## src/logic/lrad_pkg.sv

```systemverilog
// constants and types of the resonant drive option block
package lrad_pkg;
	localparam int ADDR_W = 4;
	localparam int DATA_W = 8;
	localparam logic [3:0] OFF_CTRL = 4'h0;
	localparam logic [3:0] OFF_MODE = 4'h1;
	localparam logic [3:0] OFF_PERIOD = 4'h2;
	localparam logic [3:0] OFF_STATUS = 4'h3;
	localparam logic [3:0] OFF_AMPL = 4'h4;
	localparam int BIT_FIXED_FREQ = 0;
	localparam int BIT_INPUT_TYPE = 1;
	localparam int BIT_UPDATE_RATE = 2;
	localparam int BIT_SIGNEDNESS = 3;
	localparam logic [3:0] CTRL_RST = 4'h0;
	localparam logic [2:0] MODE_RST = 3'h0;
	localparam logic [6:0] PERIOD_RST = 7'h00;
	localparam int MODE_W = 3;
	localparam int PERIOD_W = 7;
	localparam logic [2:0] MODE_LIBRARY = 3'h0;
	localparam logic [2:0] MODE_PIN = 3'h3;
	localparam logic [2:0] MODE_AUDIO = 3'h4;
	localparam logic [2:0] MODE_PLAYBACK = 3'h5;
	localparam int PIN_DIVIDE = 128;
	localparam int EDGES_PER_HALF = PIN_DIVIDE / 2;
	localparam int CLK_PERIOD_NS = 10;
	localparam int PERIOD_UNIT_NS = 1000;
	localparam int PERIOD_UNIT_CYC = (PERIOD_UNIT_NS + CLK_PERIOD_NS - 1)
		/ CLK_PERIOD_NS;
	localparam int DUTY_WIN_W = 8;
	typedef enum logic [1:0] {
		SRC_RESONANCE,
		SRC_PIN,
		SRC_PERIOD
	} lrad_src_e;
endpackage

```

## src/logic/lrad_tmr_if.sv

```systemverilog
// carrier between the option block and its half-cycle timer
`timescale 1ns/1ps
interface lrad_tmr_if;
	lrad_pkg::lrad_src_e src;
	logic pin_rise;
	logic res_tick;
	logic [lrad_pkg::PERIOD_W-1:0] period;
	logic half_tick;
	modport ctl (output src, output pin_rise, output res_tick,
		output period, input half_tick);
	modport tmr (input src, input pin_rise, input res_tick,
		input period, output half_tick);
endinterface

```

## src/logic/lrad_top.sv

```systemverilog
// resonant actuator drive option bits and the drive they steer
// What this block does
// - control bit 2: amplitude refresh once (0) or twice (1) per cycle
// - input type bit steers the drive only while operating mode equals 3; it feeds the unsupported flag in every mode
// - input type 0 takes pin duty cycle, 1 takes pin analog level
// - fixed frequency bit 1 drives at set frequency, 0 auto-resonance
// - fixed drive from pulse input: commutation is pin frequency / 128
// - playback, library and audio modes use 7-bit period field
// - playback format bit: 0 signed values, 1 unsigned values
`timescale 1ns/1ps
module lrad_top #(
	parameter int UNIT_CYC = lrad_pkg::PERIOD_UNIT_CYC,
	parameter int DUTY_W = lrad_pkg::DUTY_WIN_W
) (
	input wire logic i_clk,
	input wire logic i_rst_b,
	input wire logic [lrad_pkg::ADDR_W-1:0] i_addr,
	input wire logic [lrad_pkg::DATA_W-1:0] i_wdata,
	input wire logic i_wr,
	input wire logic i_rd,
	output logic [lrad_pkg::DATA_W-1:0] o_rdata,
	input wire logic i_trig_pin,
	input wire logic [7:0] i_analog_level,
	input wire logic [7:0] i_playback_value,
	input wire logic [7:0] i_engine_level,
	input wire logic i_resonance_tick,
	output logic [7:0] o_amplitude,
	output logic o_polarity,
	output logic o_update,
	output logic o_unsupported
);
	generate
		if (DUTY_W < 8) begin : g_bad
			$error("duty window must span at least 256 cycles");
		end
	endgenerate

	logic [3:0] ctrl;
	logic [lrad_pkg::MODE_W-1:0] mode;
	logic [lrad_pkg::PERIOD_W-1:0] period;
	logic pin_s1;
	logic pin_s2;
	logic pin_d;
	logic [DUTY_W-1:0] win_cnt;
	logic [DUTY_W:0] high_cnt;
	logic [7:0] duty;
	logic [7:0] next_src_level;
	logic [7:0] next_rdata;
	lrad_tmr_if tmr_bus ();

	function automatic logic is_addr(input logic [3:0] a, input logic [3:0] o);
		return a == o;
	endfunction

	wire fixed_freq = ctrl[lrad_pkg::BIT_FIXED_FREQ];
	wire analog_sel = ctrl[lrad_pkg::BIT_INPUT_TYPE];
	wire twice_rate = ctrl[lrad_pkg::BIT_UPDATE_RATE];
	wire unsigned_fmt = ctrl[lrad_pkg::BIT_SIGNEDNESS];
	// input type honoured only in pin mode
	wire pin_mode = (mode == lrad_pkg::MODE_PIN);
	wire pin_analog = pin_mode && analog_sel;
	wire pin_rise = pin_s2 && !pin_d;
	wire win_end = &win_cnt;
	wire [DUTY_W:0] sat_high = high_cnt + (DUTY_W+1)'(pin_s2);

	// signed values clip below zero, positive doubled
	wire [7:0] play_level = unsigned_fmt ? i_playback_value :
		(i_playback_value[7] ? 8'h00 : {i_playback_value[6:0], 1'b0});

	always_comb begin
		next_src_level = i_engine_level;
		if (pin_mode) begin
			next_src_level = pin_analog ? i_analog_level : duty;
		end else if (mode == lrad_pkg::MODE_PLAYBACK) begin
			next_src_level = play_level;
		end
	end

	assign tmr_bus.src = !fixed_freq ? lrad_pkg::SRC_RESONANCE :
		(pin_mode && !analog_sel) ? lrad_pkg::SRC_PIN :
		lrad_pkg::SRC_PERIOD;
	assign tmr_bus.pin_rise = pin_rise;
	assign tmr_bus.res_tick = i_resonance_tick;
	assign tmr_bus.period = period;

	lrad_half_timer #(
		.UNIT_CYC(UNIT_CYC),
		.EDGES(lrad_pkg::EDGES_PER_HALF)
	) u_timer (
		.i_clk(i_clk),
		.i_rst_b(i_rst_b),
		.bus(tmr_bus.tmr)
	);

	// refresh on every half or on full cycles
	wire do_update = tmr_bus.half_tick && (twice_rate || o_polarity);

	always_comb begin
		next_rdata = 8'h00;
		if (is_addr(i_addr, lrad_pkg::OFF_CTRL))
			next_rdata = {4'h0, ctrl};
		else if (is_addr(i_addr, lrad_pkg::OFF_MODE))
			next_rdata = {5'h00, mode};
		else if (is_addr(i_addr, lrad_pkg::OFF_PERIOD))
			next_rdata = {1'b0, period};
		else if (is_addr(i_addr, lrad_pkg::OFF_STATUS))
			next_rdata = {4'h0, tmr_bus.src, o_polarity, o_unsupported};
		else if (is_addr(i_addr, lrad_pkg::OFF_AMPL))
			next_rdata = o_amplitude;
	end

	always_ff @(posedge i_clk or negedge i_rst_b) begin
		if (!i_rst_b) begin
			ctrl <= lrad_pkg::CTRL_RST;
			mode <= lrad_pkg::MODE_RST;
			period <= lrad_pkg::PERIOD_RST;
		end else if (i_wr) begin
			if (is_addr(i_addr, lrad_pkg::OFF_CTRL))
				ctrl <= i_wdata[3:0];
			if (is_addr(i_addr, lrad_pkg::OFF_MODE))
				mode <= i_wdata[2:0];
			if (is_addr(i_addr, lrad_pkg::OFF_PERIOD))
				period <= i_wdata[6:0];
		end
	end

	always_ff @(posedge i_clk or negedge i_rst_b) begin
		if (!i_rst_b)
			o_rdata <= 8'h00;
		else
			o_rdata <= i_rd ? next_rdata : 8'h00;
	end

	// pin is asynchronous to the clock
	always_ff @(posedge i_clk or negedge i_rst_b) begin
		if (!i_rst_b) begin
			pin_s1 <= 1'b0;
			pin_s2 <= 1'b0;
			pin_d <= 1'b0;
		end else begin
			pin_s1 <= i_trig_pin;
			pin_s2 <= pin_s1;
			pin_d <= pin_s2;
		end
	end

	// duty over a fixed window, no divider needed; 256 high reads 255
	always_ff @(posedge i_clk or negedge i_rst_b) begin
		if (!i_rst_b) begin
			win_cnt <= '0;
			high_cnt <= '0;
			duty <= 8'h00;
		end else begin
			win_cnt <= win_cnt + DUTY_W'(1);
			high_cnt <= win_end ? '0 : sat_high;
			if (win_end)
				duty <= sat_high[DUTY_W] ? 8'hff :
					sat_high[DUTY_W-1 -: 8];
		end
	end

	always_ff @(posedge i_clk or negedge i_rst_b) begin
		if (!i_rst_b) begin
			o_amplitude <= 8'h00;
			o_polarity <= 1'b0;
			o_update <= 1'b0;
			o_unsupported <= 1'b0;
		end else begin
			if (tmr_bus.half_tick)
				o_polarity <= !o_polarity;
			if (do_update)
				o_amplitude <= next_src_level;
			o_update <= do_update;
			// flag the combination software must avoid
			o_unsupported <= fixed_freq && analog_sel;
		end
	end
endmodule

```

## src/logic/lrad_half_timer.sv

```systemverilog
// half drive cycle tick from pin edges, period field or resonance
`timescale 1ns/1ps
module lrad_half_timer #(
	parameter int UNIT_CYC = lrad_pkg::PERIOD_UNIT_CYC,
	parameter int EDGES = lrad_pkg::EDGES_PER_HALF
) (
	input wire logic i_clk,
	input wire logic i_rst_b,
	lrad_tmr_if.tmr bus
);
	localparam int UW = (UNIT_CYC > 1) ? $clog2(UNIT_CYC) : 1;
	localparam int EW = (EDGES > 1) ? $clog2(EDGES) : 1;
	generate
		if (UNIT_CYC < 1 || EDGES < 1) begin : g_bad
			$error("timer counts must be at least one");
		end
	endgenerate

	logic [UW-1:0] unit_cnt;
	logic [lrad_pkg::PERIOD_W-1:0] per_cnt;
	logic [EW-1:0] edge_cnt;
	logic next_tick;
	wire unit_wrap = (unit_cnt == UW'(UNIT_CYC - 1));
	wire per_wrap = unit_wrap && (per_cnt == bus.period - 7'h01);
	wire edge_wrap = bus.pin_rise && (edge_cnt == EW'(EDGES - 1));

	always_comb begin
		case (bus.src)
			lrad_pkg::SRC_RESONANCE: next_tick = bus.res_tick;
			lrad_pkg::SRC_PIN: next_tick = edge_wrap;
			lrad_pkg::SRC_PERIOD: next_tick = per_wrap &&
				(bus.period != 7'h00);
			default: next_tick = 1'b0;
		endcase
	end

	always_ff @(posedge i_clk or negedge i_rst_b) begin
		if (!i_rst_b) begin
			unit_cnt <= '0;
			per_cnt <= '0;
			edge_cnt <= '0;
			bus.half_tick <= 1'b0;
		end else begin
			unit_cnt <= unit_wrap ? '0 : unit_cnt + UW'(1);
			if (per_wrap || (unit_wrap && per_cnt >= bus.period))
				per_cnt <= '0;
			else if (unit_wrap)
				per_cnt <= per_cnt + 7'h01;
			if (bus.pin_rise)
				edge_cnt <= edge_wrap ? '0 : edge_cnt + EW'(1);
			bus.half_tick <= next_tick;
		end
	end
endmodule

```

## config.mk

```make
export PLATFORM = sky130hd
export DESIGN_NAME = lrad_top
export DESIGN_NICKNAME = d
export VERILOG_FILES = /design/src/logic/lrad_pkg.sv /design/src/logic/lrad_tmr_if.sv /design/src/logic/lrad_top.sv /design/src/logic/lrad_half_timer.sv
export SDC_FILE = /design/constraint.sdc
export NUM_CORES = 1
export LEC_CHECK = 0
export ABC_AREA = 1
export ABC_CLOCK_PERIOD_IN_PS = 1550
export BUFFER_PORTS_ARGS = -buffer_cell sky130_fd_sc_hd__buf_2
export CORE_ASPECT_RATIO = 2
export CORE_UTILIZATION = 50
export CTS_CLUSTER_DIAMETER = 50
export CTS_CLUSTER_SIZE = 16
export DETAILED_ROUTE_END_ITERATION = 6
export PLACE_DENSITY = 0.79
export SYNTH_ARGS = -nofsm -noshare
export SYNTH_HDL_FRONTEND = slang
export SYNTH_HIERARCHICAL = 1
export SYNTH_SLANG_ARGS = --single-unit
```

## constraint.sdc

```tcl
create_clock -name i_clk -period 1.55 [get_ports i_clk]
set_input_delay 0 -clock i_clk [delete_from_list [all_inputs] [get_ports i_clk]]
set_output_delay 0 -clock i_clk [all_outputs]
set_load 0.01 [all_outputs]
```

# Word-level counts from Yosys, hierarchy flattened

Cells that the tools add are included.

Output and inout bits: 19
RAM bits: 0
Register bits after elaboration: 82
Input port bits: 42
Bits in latches: 0
Word-level logic and storage cells: 78
ROM bits: 0
Memories kept: 0

Bitwise operators: 0
Add/sub/neg operators: 6
Reductions and logical operators: 22
Divide/modulo/power cells: 0
Equality and inequality tests: 11
Multiply operators: 0
Shift-type cells: 0
Mux-type cells: 20
Magnitude comparators: 1

Operators by type and width:

| cell                                                               | number |
|---|---|
| 8-bit two-way mux                                                  | 12 |
| 7-bit two-way mux                                                  | 3 |
| 7-bit by 1-bit adder with 7-bit output, second input constant      | 2 |
| 9-bit by 1-bit adder with 9-bit output                             | 1 |
| 1-bit logical AND                                                  | 9 |
| 9-bit two-way mux                                                  | 1 |
| 8-bit by 1-bit adder with 8-bit output, second input constant      | 1 |
| 4-bit by 2-bit == test with 1-bit output, second input constant    | 2 |
| 8-bit AND reduction                                                | 1 |
| 7-bit == test                                                      | 1 |
| 7-bit == test, second input constant                               | 1 |
| 7-bit greater-or-equal comparator                                  | 1 |
| 7-bit nonzero test                                                 | 1 |
| 7-bit by 1-bit subtractor with 7-bit output, second input constant | 1 |
| 6-bit by 1-bit adder with 6-bit output, second input constant      | 1 |
| 6-bit == test, second input constant                               | 1 |
| 6-bit two-way mux                                                  | 1 |
| 2-bit AND reduction                                                | 3 |
| 4-bit by 1-bit == test with 1-bit output, second input constant    | 1 |
| 4-bit by 3-bit == test with 1-bit output, second input constant    | 1 |
| 4-bit zero test                                                    | 1 |
| 2-bit two-way mux                                                  | 2 |
| 3-bit by 2-bit == test with 1-bit output, second input constant    | 1 |
| 3-bit == test, second input constant                               | 1 |
| other kinds (7)                                                    | 10 |

# Logic depth before layout (Yosys ltp)

Gate-level depths: netlist of the first run.

Depth in word-level cells: 9
Depth in mapped cells: 12

# Modules after synthesis

The synthesis of the first run kept the hierarchy.

By module, submodules not included:

| module          | times used | area an instance (um2) | cells an instance |
|---|---|---|---|
| lrad_top        | 1          | 2959.1                 | 350 |
| lrad_half_timer | 1          | 1496.4                 | 207 |

# Worst setup path after synthesis of the first run

Ideal clock, no wire load.

Path type: reg2reg
From: reg period[2] in the netlist's numbering
To: reg u_timer/per_cnt[1] in the netlist's numbering
Required time: 1.472 ns
Stages on the path, launching flop included: 10
Data arrival time: 1.527 ns
Setup time: 0.078 ns
Path slack: -0.055 ns
Cells stage by stage: dfrtp_1 > inv_1 > ha_1 > a21oi_1 > o21ai_0 > nand2_1 > nand2_1 > o21ai_0 > nand2_2 > a21oi_1

Longest elaborated chain between the ends: 5
Elaborated cells between the ends (all ways): 8

Ends and longest elaborated chain:

| what                                                           | line                  | source |
|---|---|---|
| start: declaration                                             | lrad_top.sv:40        | `logic [lrad_pkg::PERIOD_W-1:0] period;` |
| start signal: assignment                                       | lrad_top.sv:116       | `period <= lrad_pkg::PERIOD_RST;` |
| start signal: assignment                                       | lrad_top.sv:123       | `period <= i_wdata[6:0];` |
| 7-bit by 1-bit subtractor with 7-bit output                    | lrad_half_timer.sv:24 | `wire per_wrap = unit_wrap && (per_cnt == bus.period - 7'h01);` |
| 7-bit == test                                                  | lrad_half_timer.sv:24 |  |
| 1-bit logical AND                                              | lrad_half_timer.sv:24 |  |
| 1-bit logical OR (*)                                           | lrad_half_timer.sv:45 | `if (per_wrap \|\| (unit_wrap && per_cnt >= bus.period))` |
| 7-bit two-way mux / 2-bit nonzero test (equally long branches) | -                     |  |
| end signal: assignment                                         | lrad_half_timer.sv:48 | `per_cnt <= per_cnt + 7'h01;` |
| end: declaration                                               | lrad_half_timer.sv:20 | `logic [lrad_pkg::PERIOD_W-1:0] per_cnt;` |

Mark *: on every way between the ends. The rest lies on a longest branch, timed or not.
A chain may end at the register's enable or synchronous reset.

# Worst setup path after layout of the first run

From: reg period[0] in the netlist's numbering
To: reg u_timer/per_cnt[2] in the netlist's numbering

Same word-level chain as after synthesis.

==> out/qor.yml, run 1 <==
outcome: "finished with violations"
failed_checks: "setup timing"
ys.flop_type: "dfrtp_1"
synth_edf_count: 0
worst_pin_slew_ns: 0.581
arrival_ns: 1.97
yosysSeqAreaShare_pct: 46.1
synthAdderAreaFrac_pct: 4.21
synth_compound_area_share_pct: 8.09
grt.total_usage_pct: 30.1
slew_headroom_pct: 61.3
p_total_mw: 7.40
syn_area_sq_um: 4460
finalCriticalPeriod_ns: 1.75
hpwl_mm: 9.00
startpoint_type: "register"
maxSlewViolCount: 0
yosysWarningCount: 6
grt_pass1_vias: 4298
wirelength_mm: 12.8
synth_cell_types: 40
clk_latency_ns: 0.34
drtIter0Drc: 276
crit_buf_inv: 2
cts.sinks: 82
yosys.area.top_type: "dfrtp_1"
vdd_drop_max_mv: 1.09
antenna_found_initial: 0
chipHeight_microns: 136
min_path_type: "primary input to register"
fin_nets: 725
core_sq_um: 8650
dr.pass1.iters: 5
via_per_inst: 5.47
grt_pass1_wl_mm: 20.1
max_freq_mhz: 571
finalCritPeriodShare_pct: 113
post-place-ws_ns: -0.0987
vias: 4228
p_leak_nw: 2.89
crit_family: "simple AND/OR/NAND/NOR gates"
synthSimpleGateAreaFrac_pct: 29.1
portBuffers: 59
avgSynthCellArea_sq_um: 8.00
wl_per_cell_microns: 16.6
yosysMostFrequentCell: "nand2_1"
crit_chain: "inv_2, ha_4, inv_1, nand2_1, nand3_1, nand2_1, nand3_1, nor2_2, nand2_2, nand2_4, nor2_4"
hold_violations: 0
grt_overflow_total: 0
die_w_microns: 68.8
htree_num_levels: 3
cts_tree: "done"
synth_top_family_by_area: "simple AND/OR/NAND/NOR gates"
cts_buffer_depth: 2
synthMuxAreaShare_pct: 0.927
setup_viol: 17
critical_path_class: "register to register"
synth_area_leaders: "dfrtp_1 46%, nand2_1 9.8%, nor2_1 6.9%"
grt_max_degree: 44
path_clk_slew_ns: 0.06
ys_ff_latch: 82
skew_ns: 0.00457
crit_path_end_kind: "register"
io_pins: 61
die_area_sq_um: 9320
cp.required_ns: 1.77
worst_slack_ns: -0.202
worst-path-max-fanout: 6
synth_fp_nets: 614
post-route-drc-count: 0
cts_buffers: 9
synth_top_area_share_pct: 46.1
place_area_sq_um: 5040
rsz0062_at_grt: "yes"
layout-drive-gt1-share_pct: 27.2
gp_congestion: 0.923
cpMaxStageDelayCell: "dfrtp_2"
maxCapViolCount: 0
fin_area_sq_um: 5800
critPathMaxStageDelay_ns: 0.46
synthXorXnorAreaFrac_pct: 4.13
area_growth_pct: 30.1
start_util_pct: 51.5
n_antenna_cell: 0
p_per_area_nw_per_um2: 1280
cts_root_buffer: "clkbuf_16"
synthTopCellsByCount: "116 x nand2_1, 82 x dfrtp_1, 82 x nor2_1"
holdWs_ns: 0.0104
antenna_left: 0
row_count: 48
synthArstFlopShare_pct: 100
netlist_instances: 557
[what timing repair did]
action | CTS | global route
pin swaps | 12 | 21
hold buffers | 12 | 0
setup endpoints to repair | 15 | 22
setup buffers | 2 | 7
gates resized for setup | 28 | 29
hold endpoints to repair | 59 | 0
[routing by layer]
metal,vias up,track usage (%),wire [microns]
met5,-,0,0
met4,0,20.1,780
met3,56,8.75,650
met2,164,51.6,6920
met1,2002,29.8,4480
li1,2006,-,-
[per-stage QoR]
stage                     util [%]  cells  TNS, ns
after floorplan                  -    557        0
after global placement        58.3    736   -0.342
after detailed placement      58.3    736   -0.880
after CTS                     65.2    766  -0.0246
after global routing          67.0    773    -3.93
final                         67.0    773    -1.81
[cell usage in the layout, fill, tap and decap left out, drive strengths merged]
| master | n |
|---|---|
| a21oi | 31 |
| a41oi | 1 |
| and3 | 1 |
| buf | 94 |
| bufinv | 2 |
| clkbuf | 9 |
| clkinv | 3 |
| dfrtp | 82 |
| dlygate4sd3 | 12 |
| ha | 15 |
| inv | 78 |
| mux2 | 3 |
| nand2 | 123 |
| nand2b | 1 |
| nand3 | 46 |
| nand3b | 1 |
| nand4 | 11 |
| nor2 | 91 |
| nor2b | 1 |
| nor3 | 7 |
| nor3b | 1 |
| nor4 | 1 |
| o211ai | 1 |
| o21a | 2 |
| o21ai | 33 |
| o22a | 1 |
| or2 | 1 |
| xnor2 | 6 |
| xor2 | 15 |
[where the power goes]
| group | switching (mW) | internal [mW] |
|---|---|---|
| Combinational | 1.22 | 0.884 |
| Clock | 0.938 | 1.45 |
| Sequential | 0.422 | 2.49 |
[flip-flops by register name, summed over array words and instances (netlist names)]
name / cells
pin_s2: 1
pin_d: 1
u_timer/per_cnt: 7
win_cnt: 8
mode: 3
u_timer/unit_cnt: 7
ctrl: 4
o_rdata: 8
o_polarity: 1
u_timer/edge_cnt: 6
u_timer/bus.half_tick: 1
o_unsupported: 1
pin_s1: 1
duty: 8
high_cnt: 9
o_update: 1
period: 7
o_amplitude: 8
[worst min-delay path, cell delays in order]
cell,delay [ns]
buf_2,0.08
nand2_1,0.04
nand3_1,0.07
nor2_1,0.04
nor2_1,0.08
[path summary, 6_finish.rpt]
path | startpoint | endpoint | slack (ns) | cells after the start
max | period[0] | u_timer/per_cnt[2] | -0.20 | 11
max reg2reg | period[0] | u_timer/per_cnt[2] | -0.20 | 11
min in group asynchronous | i_rst_b | period[5] | 0.20 | 2
min reg2reg | pin_s1 | pin_s2 | 0.35 | 0
min | i_analog_level[4] | o_amplitude[4] | 0.01 | 5
max in group asynchronous | i_rst_b | o_amplitude[3] | 0.76 | 3
[area by class of cell]
cell class                 count  area (sq um)
multi-input combinational    393          2300
timing repair buffer         106           701
inverter                      76           288
tap                          100           125
clock inverter                 7           106
clock buffer                   9           225
sequential                    82          2050
fill                         667          2850
[kinds of logic after synthesis]
logic type,count (synthesis)
AND/OR/NAND/NOR,285
buffers and inverters,82
flip-flops,82
AO/OA/AOI/OAI,69
XOR/XNOR,21
adder cells (fa/ha/maj),15
multiplexers,3
(Power assumes the default switching activity.)
==> inputs of run 2 (changes only) <==
- SYNTH_HIERARCHICAL: 1 -> not set
==> run 2 against run 1 <==
The flow still finishes with violations (setup timing); core utilization shrank 2.2 points; routed wire length shrank 12%; via count shrank 5.9%; first-iteration DRC count grew 4.0%; clock skew grew 0.0036 ns; power shrank 8.8%; setup slack gained 0.16 ns; flip-flop and latch count is the same; synthesized cell count shrank 2.2%; clock power shrank 14%.
==> out/qor.yml, run 2 <==
outcome: "finished with violations"  # unchanged
failed_checks: "setup timing"  # unchanged
syn_area_sq_um: 4400  # was 4460 sq um
grt_util_met1_pct: 27.5  # was 29.8%
cts_tree: "done"  # unchanged
worstHoldStart: "i_analog_level[0]"  # was i_analog_level[4]
reg2reg_from: "pin_s2"  # was period[0]
clk_latency_ns: 0.33  # was 0.34 ns
largest_reg_flops: 9  # unchanged
vdd_drop_max_mv: 1.16  # was 1.09 mV
synth_top_area_share_pct: 46.6  # was 46.1%
startpoint_type: "register"  # unchanged
core_sq_um: 8590  # was 8650 sq um
hold_violations: 0  # unchanged
grt_pass1_vias: 3971  # was 4,298
synth_cell_types: 36  # was 40
grt_pass1_wl_mm: 17.7  # was 20.1 mm
row_count: 48  # unchanged
post-route-drc-count: 0  # unchanged
antenna_found_initial: 0  # unchanged
maxCapViolCount: 0  # unchanged
antenna_left: 0  # unchanged
skew_ns: 0.00821  # was 0.00457 ns
portBuffers: 59  # unchanged
die_w_microns: 68.4  # was 68.8 microns
synth_edf_count: 0  # unchanged
path_clk_slew_ns: 0.07  # was 0.06 ns
critPathMaxStageDelay_ns: 0.39  # was 0.46 ns
die_area_sq_um: 9210  # was 9320 sq um
yosys.area.top_type: "dfrtp_1"  # unchanged
cts_root_buffer: "clkbuf_16"  # unchanged
cts.sinks: 82  # unchanged
finalCriticalPeriod_ns: 1.60  # was 1.75 ns
chipHeight_microns: 135  # was 136 microns
cp.required_ns: 1.80  # was 1.77 ns
grt_overflow_total: 0  # unchanged
wirelength_mm: 11.3  # was 12.8 mm
crit_path_end_kind: "register"  # unchanged
nFillCells: 725  # was 667
grt_max_degree: 62  # was 44
crit_top_cell: "ha_4"
worst-path-max-fanout: 8  # was 6
cts_buffer_depth: 2  # unchanged
final_cell_mix: "125 x nand2_1, 82 x dfrtp_1, 73 x nor2_1"  # was 110 x nand2_1, 80 x dfrtp_1, 67 x inv_1, 67 x nor2_1, 58 x buf_2
min_path_type: "primary input to register"  # unchanged
area_growth_pct: 26.3  # was 30.1%
maxSlewViolCount: 0  # unchanged
synthArstFlopShare_pct: 100  # unchanged
start_util_pct: 51.3  # was 51.5%
worst_slack_ns: -0.0469  # was -0.202 ns
crit_chain: "ha_4, ha_4, nand2_4, nor2_4, nand2_1, or2_1, nand2_2, inv_4, a31oi_1"  # was inv_2, ha_4, inv_1, nand2_1, nand3_1, nand2_1, nand3_1, nor2_2, nand2_2, nand2_4, nor2_4
ys_ff_latch: 82  # unchanged
place_area_sq_um: 4980  # was 5040 sq um
slew_headroom_pct: 69.0  # was 61.3%
rsz0062_at_grt: "yes"  # unchanged
wl_per_cell_microns: 14.9  # was 16.6 microns
critical_path_class: "register to register"  # unchanged
cpMaxStageDelayCell: "dfrtp_1"  # was dfrtp_2
yosysWarningCount: 0  # was 6
netlist_instances: 545  # was 557
synth_fp_nets: 602  # was 614
p_leak_nw: 2.76  # was 2.89 nW
drtIter0Drc: 287  # was 276
yosysMostFrequentCell: "nand2_1"  # unchanged
n_antenna_cell: 0  # unchanged
ys.flop_type: "dfrtp_1"  # unchanged
fin_nets: 710  # was 725
grtUsageMet2_pct: 47.4  # was 51.6%
finalCritPeriodShare_pct: 103  # was 113%
holdWs_ns: 0.00330  # was 0.0104 ns
crit_start: "pin_s2"  # was period[0]
cts_buffers: 9  # unchanged
avgSynthCellArea_sq_um: 8.08  # was 8.00 sq um
fin_area_sq_um: 5560  # was 5800 sq um
hpwl_mm: 8.33  # was 9.00 mm
via_per_inst: 5.25  # was 5.47
use_met3_pct: 4.56  # was 8.75%
p_per_area_nw_per_um2: 1210  # was 1280 nW/um^2
grt.total_usage_pct: 26.1  # was 30.1%
vias: 3980  # was 4,228
layout-drive-gt1-share_pct: 26.0  # was 27.2%
dr.pass1.iters: 4  # was 5
setup_viol: 10  # was 17
yosysSeqAreaShare_pct: 46.6  # was 46.1%
largest-register: "high_cnt"  # unchanged
io_pins: 61  # unchanged
synth_area_leaders: "dfrtp_1 47%, nand2_1 11%, nor2_1 6.5%"  # was dfrtp_1 46%, nand2_1 9.8%, nor2_1 6.9%
synthTopCellsByCount: "128 x nand2_1, 82 x dfrtp_1, 76 x nor2_1"  # was 116 x nand2_1, 82 x dfrtp_1, 82 x nor2_1
max_freq_mhz: 626  # was 571 MHz
mostFrequentLayoutCell: "nand2_1"  # unchanged
arrival_ns: 1.85  # was 1.97 ns
htree_num_levels: 3  # unchanged
busiest_layer: "met2"  # unchanged
gp_congestion: 0.877  # was 0.923
worst_pin_slew_ns: 0.464  # was 0.581 ns
==> run 2: changes by cell type after synthesis, sizes merged, moves of 3 or more <==
cell   previous run  this run
nand2           123       131
xor2             15        18
nand3            46        33
mux2              3         0
a31oi             0         7
a21oi            31        26
inv              73        68
a22oi             0         6
nor2             91        86
==> run 2: layer usage <==
metal	wire, microns	share of wire [%]
met5	0	0
met4	403	3.6
met3	367	3.2
met2	6370	56
met1	4190	37
==> run 2: cell families (layout without fill, tap and decap cells) <==
group / Yosys count / count (layout) / share of synthesized area [%]
adders and majority gates: 15 / 15 / 4.26
buffers and inverters: 77 / 190 / 7.22
and+or+nand+nor: 271 / 271 / 27.7
AOI/OAI and AO/OA: 78 / 78 / 9.83
DFF: 82 / 82 / 46.6
xor gates and xnor gates: 22 / 22 / 4.37
==> run 2: timing repair <==
item                                   in CTS  in global routing
buffers inserted                            3                  5
endpoints found under the hold margin      94                  2
pin swaps                                   7                  8
cloned                                      0                  1
hold buffers                                9                  1
setup endpoints to repair                  16                 22
gates resized for setup                    14                 19
==> run 2: power breakdown <==
part	total, mW	switching (mW)	internal (mW)
Sequential	2.83	0.333	2.49
Combinational	1.88	1.08	0.796
Clock	2.04	0.931	1.11
==> run 2: critical path: cells and delay by family (launching register included) <==
kind,cells,cell delay [ns]
AOI/OAI and AO/OA,1,0.17
adders and majority gates,2,0.32
buffers and inverters,1,0.08
DFF,1,0.39
and+or+nand+nor,5,0.56
==> run 2: worst paths after layout <==
kind | to | slack [ns] | cells past startpoint
min in group asynchronous | u_timer.per_cnt[3] | 0.10 | 2
worst min-delay path | o_amplitude[0] | 0.003 | 3
worst min register to register | pin_s2 | 0.36 | 0
worst max-delay path | duty[4] | -0.05 | 9
max in group asynchronous | period[0] | 0.85 | 3
worst max register to register | duty[4] | -0.05 | 9
==> run 2: per-stage QoR <==
stage | total power [mW] | utilization [%] | cells | TNS (ns) | setup WS (ns)
2_1_floorplan | 3.80 | - | 545 | 0 | 0.0748
4_1_cts | 6.62 | 63.2 | 751 | -0.0322 | -0.0264
6_report | 6.75 | 64.8 | 758 | -0.132 | -0.0469
3_5_place_dp | 4.51 | 58.0 | 723 | -0.889 | -0.0838
3_3_place_gp | 4.43 | 58.0 | 723 | -0.0134 | -0.0134
5_1_grt | 7.08 | 64.8 | 758 | -1.19 | -0.113
==> run 2: layout make-up <==
cell class              count  area [sq um]  area share, %
repair inverters            1          6.26          0.112
clock inverters             7          58.8           1.06
inverters                  69           269           4.84
flip-flops and latches     82          2050           36.9
multi-input cells         386          2150           38.7
clock buffers               9           225           4.05
repair buffers            104           673           12.1
well taps                 100           125           2.25
==> inputs of run 3 (changes only) <==
- ABC_AREA: 1 -> not set
==> run 3 against run 2 <==
The run still ends with setup timing left; synthesized cell count is 24% lower; sequential power increased by 5%; clock power increased by 14%; area after synthesis fell by 5.9%; critical endpoint is now u_timer.per_cnt[0]; highest routed layer unchanged.
==> out/qor.yml, run 3 <==
seqPwrFrac_pct: 41.0  # was 41.9%
combPwrFrac_pct: 26.9  # was 27.8%
cts.sinks: 82  # unchanged
worst_pin_slew_ns: 0.455  # was 0.464 ns
start_util_pct: 51.8  # was 51.3%
fin_tns_setup_ns: -2.41  # was -0.132 ns
vias: 3602  # was 3,980
skew_ns: 0.00648  # was 0.00821 ns
grt_max_degree: 42  # was 62
cts_buffer_depth: 2  # unchanged
synth_fp_nets: 473  # was 602
avgSynthCellArea_sq_um: 9.96  # was 8.08 sq um
cts_root_buffer: "clkbuf_16"  # unchanged
via_per_inst: 5.56  # was 5.25
worst_slack_ns: -0.342  # was -0.0469 ns
portBuffers: 59  # unchanged
synth_edf_count: 0  # unchanged
maxCapViolCount: 0  # unchanged
path_clk_slew_ns: 0.06  # was 0.07 ns
hpwl_mm: 7.97  # was 8.33 mm
wl_per_cell_microns: 16.8  # was 14.9 microns
sw_frac_of_total_pct: 31.7  # was 34.8%
setup_viol: 8  # was 10
htree_num_levels: 3  # unchanged
maxSlewViolCount: 0  # unchanged
crit_buf_inv: 1  # unchanged
gp_congestion: 0.929  # was 0.877
crit_family: "compound AO/OA/AOI/OAI gates"  # was simple AND/OR/NAND/NOR gates
startpoint_type: "register"  # unchanged
synth_area_leaders: "dfrtp_1 50%, ha_1 4.5%, mux2_2 4.3%"  # was dfrtp_1 47%, nand2_1 11%, nor2_1 6.5%
ys_ff_latch: 82  # unchanged
core_sq_um: 8000  # was 8590 sq um
failed_checks: "setup timing"  # unchanged
worst-path-max-fanout: 5  # was 8
p_int_mw: 4.93  # was 4.40 mW
synthArstFlopShare_pct: 100  # unchanged
die_w_microns: 66.4  # was 68.4 microns
p_leak_nw: 2.67  # was 2.76 nW
rsz0062_at_grt: "yes"  # unchanged
mostFrequentLayoutCell: "dfrtp_1"  # was nand2_1
slew_headroom_pct: 69.4  # was 69.0%
dr.pass1.iters: 4  # unchanged
grt_overflow_total: 0  # unchanged
drtIter0Drc: 177  # was 287
max_freq_mhz: 529  # was 626 MHz
holdWs_ns: 0.0233  # was 0.00330 ns
finalCriticalPeriod_ns: 1.89  # was 1.60 ns
yosysWarningCount: 0  # unchanged
finalCritPeriodShare_pct: 122  # was 103%
cts_tree: "done"  # unchanged
grt.total_usage_pct: 27.2  # was 26.1%
row_count: 46  # was 48
cp.required_ns: 1.78  # was 1.80 ns
ys.flop_type: "dfrtp_1"  # unchanged
hold_violations: 0  # unchanged
area_growth_pct: 36.2  # was 26.3%
antenna_left: 0  # unchanged
grt_pass1_wl_mm: 17.3  # was 17.7 mm
pwr-share-clk_pct: 32.0  # was 30.3%
final_cell_mix: "78 x dfrtp_1, 63 x buf_4, 58 x buf_2"  # was 125 x nand2_1, 82 x dfrtp_1, 73 x nor2_1
fin_nets: 604  # was 710
outcome: "finished with violations"  # unchanged
switching_power_mw: 2.29  # was 2.35 mW
critical_path_class: "register to register"  # unchanged
crit_path_end_kind: "register"  # unchanged
clk_latency_ns: 0.34  # was 0.33 ns
layout-drive-gt1-share_pct: 35.3  # was 26.0%
critPathMaxStageDelay_ns: 0.43  # was 0.39 ns
synthTopCellsByCount: "82 x dfrtp_1, 44 x nand2_1, 43 x nor2_1"  # was 128 x nand2_1, 82 x dfrtp_1, 76 x nor2_1
cts_buffers: 9  # unchanged
synth_cell_types: 46  # was 36
antenna_found_initial: 0  # unchanged
vdd_drop_max_mv: 1.23  # was 1.16 mV
die_area_sq_um: 8680  # was 9210 sq um
io_pins: 61  # unchanged
synth_top_area_share_pct: 49.5  # was 46.6%
grt_pass1_vias: 3816  # was 3,971
netlist_instances: 416  # was 545
cpMaxStageDelayCell: "or4_4"  # was dfrtp_1
yosysMostFrequentCell: "dfrtp_1"  # was nand2_1
p_per_area_nw_per_um2: 1280  # was 1210 nW/um^2
syn_area_sq_um: 4140  # was 4400 sq um
chipHeight_microns: 131  # was 135 microns
crit_chain: "inv_2, ha_4, nand3b_1, o211a_1, o31a_1, or4_4, a41o_1"  # was ha_4, ha_4, nand2_4, nor2_4, nand2_1, or2_1, nand2_2, inv_4, a31oi_1
wirelength_mm: 10.9  # was 11.3 mm
post-route-drc-count: 0  # unchanged
largest-register: "high_cnt"  # unchanged
largest_reg_flops: 9  # unchanged
yosysSeqAreaShare_pct: 49.5  # was 46.6%
n_antenna_cell: 0  # unchanged
yosys.area.top_type: "dfrtp_1"  # unchanged
min_path_type: "primary input to register"  # unchanged
arrival_ns: 2.12  # was 1.85 ns
## run 3: path summary, 6_finish.rpt
path,startpoint,to,slack (ns),cells past startpoint
hold / removal,i_engine_level[0],o_amplitude[0],0.02,3
min in group asynchronous,i_rst_b,u_timer.per_cnt[6],0.10,2
setup / recovery,period[1],u_timer.per_cnt[0],-0.34,7
setup reg to reg,period[1],u_timer.per_cnt[0],-0.34,7
hold reg to reg,pin_s1,pin_s2,0.35,0
max in group asynchronous,i_rst_b,period[4],0.88,3
## run 3: timing repair
action,CTS,global route
endpoints found under the hold margin,105,0
gates cloned,0,0
endpoints found under the setup margin,16,25
hold buffers,10,0
setup buffers,3,4
resized for setup,16,18
pin swaps,11,14
## run 3: worst min-delay path: stages
cell and delay [ns]:
buf_2 0.09, a31oi_1 0.07, o21ai_0 0.15
## run 3: logic make-up (layout without fill, tap and decap cells)
kind of cell               Yosys count  in the layout  synth area share, %
and+or+nand+nor                    159            159                 18.5
DFF                                 82             82                 49.5
AOI/OAI and AO/OA                   75             75                 11.1
xor gates and xnor gates            33             33                 6.98
muxes                               27             27                 7.01
buffers and inverters               25            161                 2.33
adders and majority gates           15             15                 4.53
## run 3: routing by layer
metal / track usage (%) / routed length [microns]
met1: 26.5 / 3870
met2: 51.0 / 6100
met3: 4.86 / 362
met4: 17.0 / 529
met5: 0 / 0
## run 3: cell type report
class,count,area (sq um)
Sequential cell,82,2060
Multi-Input combinational cell,309,2200
Timing Repair Buffer,133,895
Tap cell,96,120
Fill cell,567,2360
Inverter,12,45.0
Clock inverter,7,101
Clock buffer,9,225
## run 3: through the flow
| stage | setup WS [ns] | std cells | instance area [sq um] | util, % | power (mW) |
|---|---|---|---|---|---|
| after global placement | -0.353 | 616 | 5010 | 62.6 | 4.63 |
| final | -0.342 | 648 | 5640 | 70.5 | 7.23 |
| after CTS | -0.307 | 644 | 5530 | 69.1 | 7.17 |
| after floorplan | -0.257 | 416 | 4200 | - | 3.90 |
| after detailed placement | -0.392 | 616 | 5010 | 62.6 | 4.71 |
| after global routing | -0.405 | 648 | 5640 | 70.5 | 7.57 |
## run 3: power groups by stage
stage	Combinational (mW)	Sequential [mW]	Clock (mW)
after floorplan	0.990	2.91	0
after global placement	1.70	2.93	0
after detailed placement	1.76	2.96	0
after CTS	1.87	2.95	2.35
after global routing	2.15	3.01	2.42
final	1.95	2.97	2.32
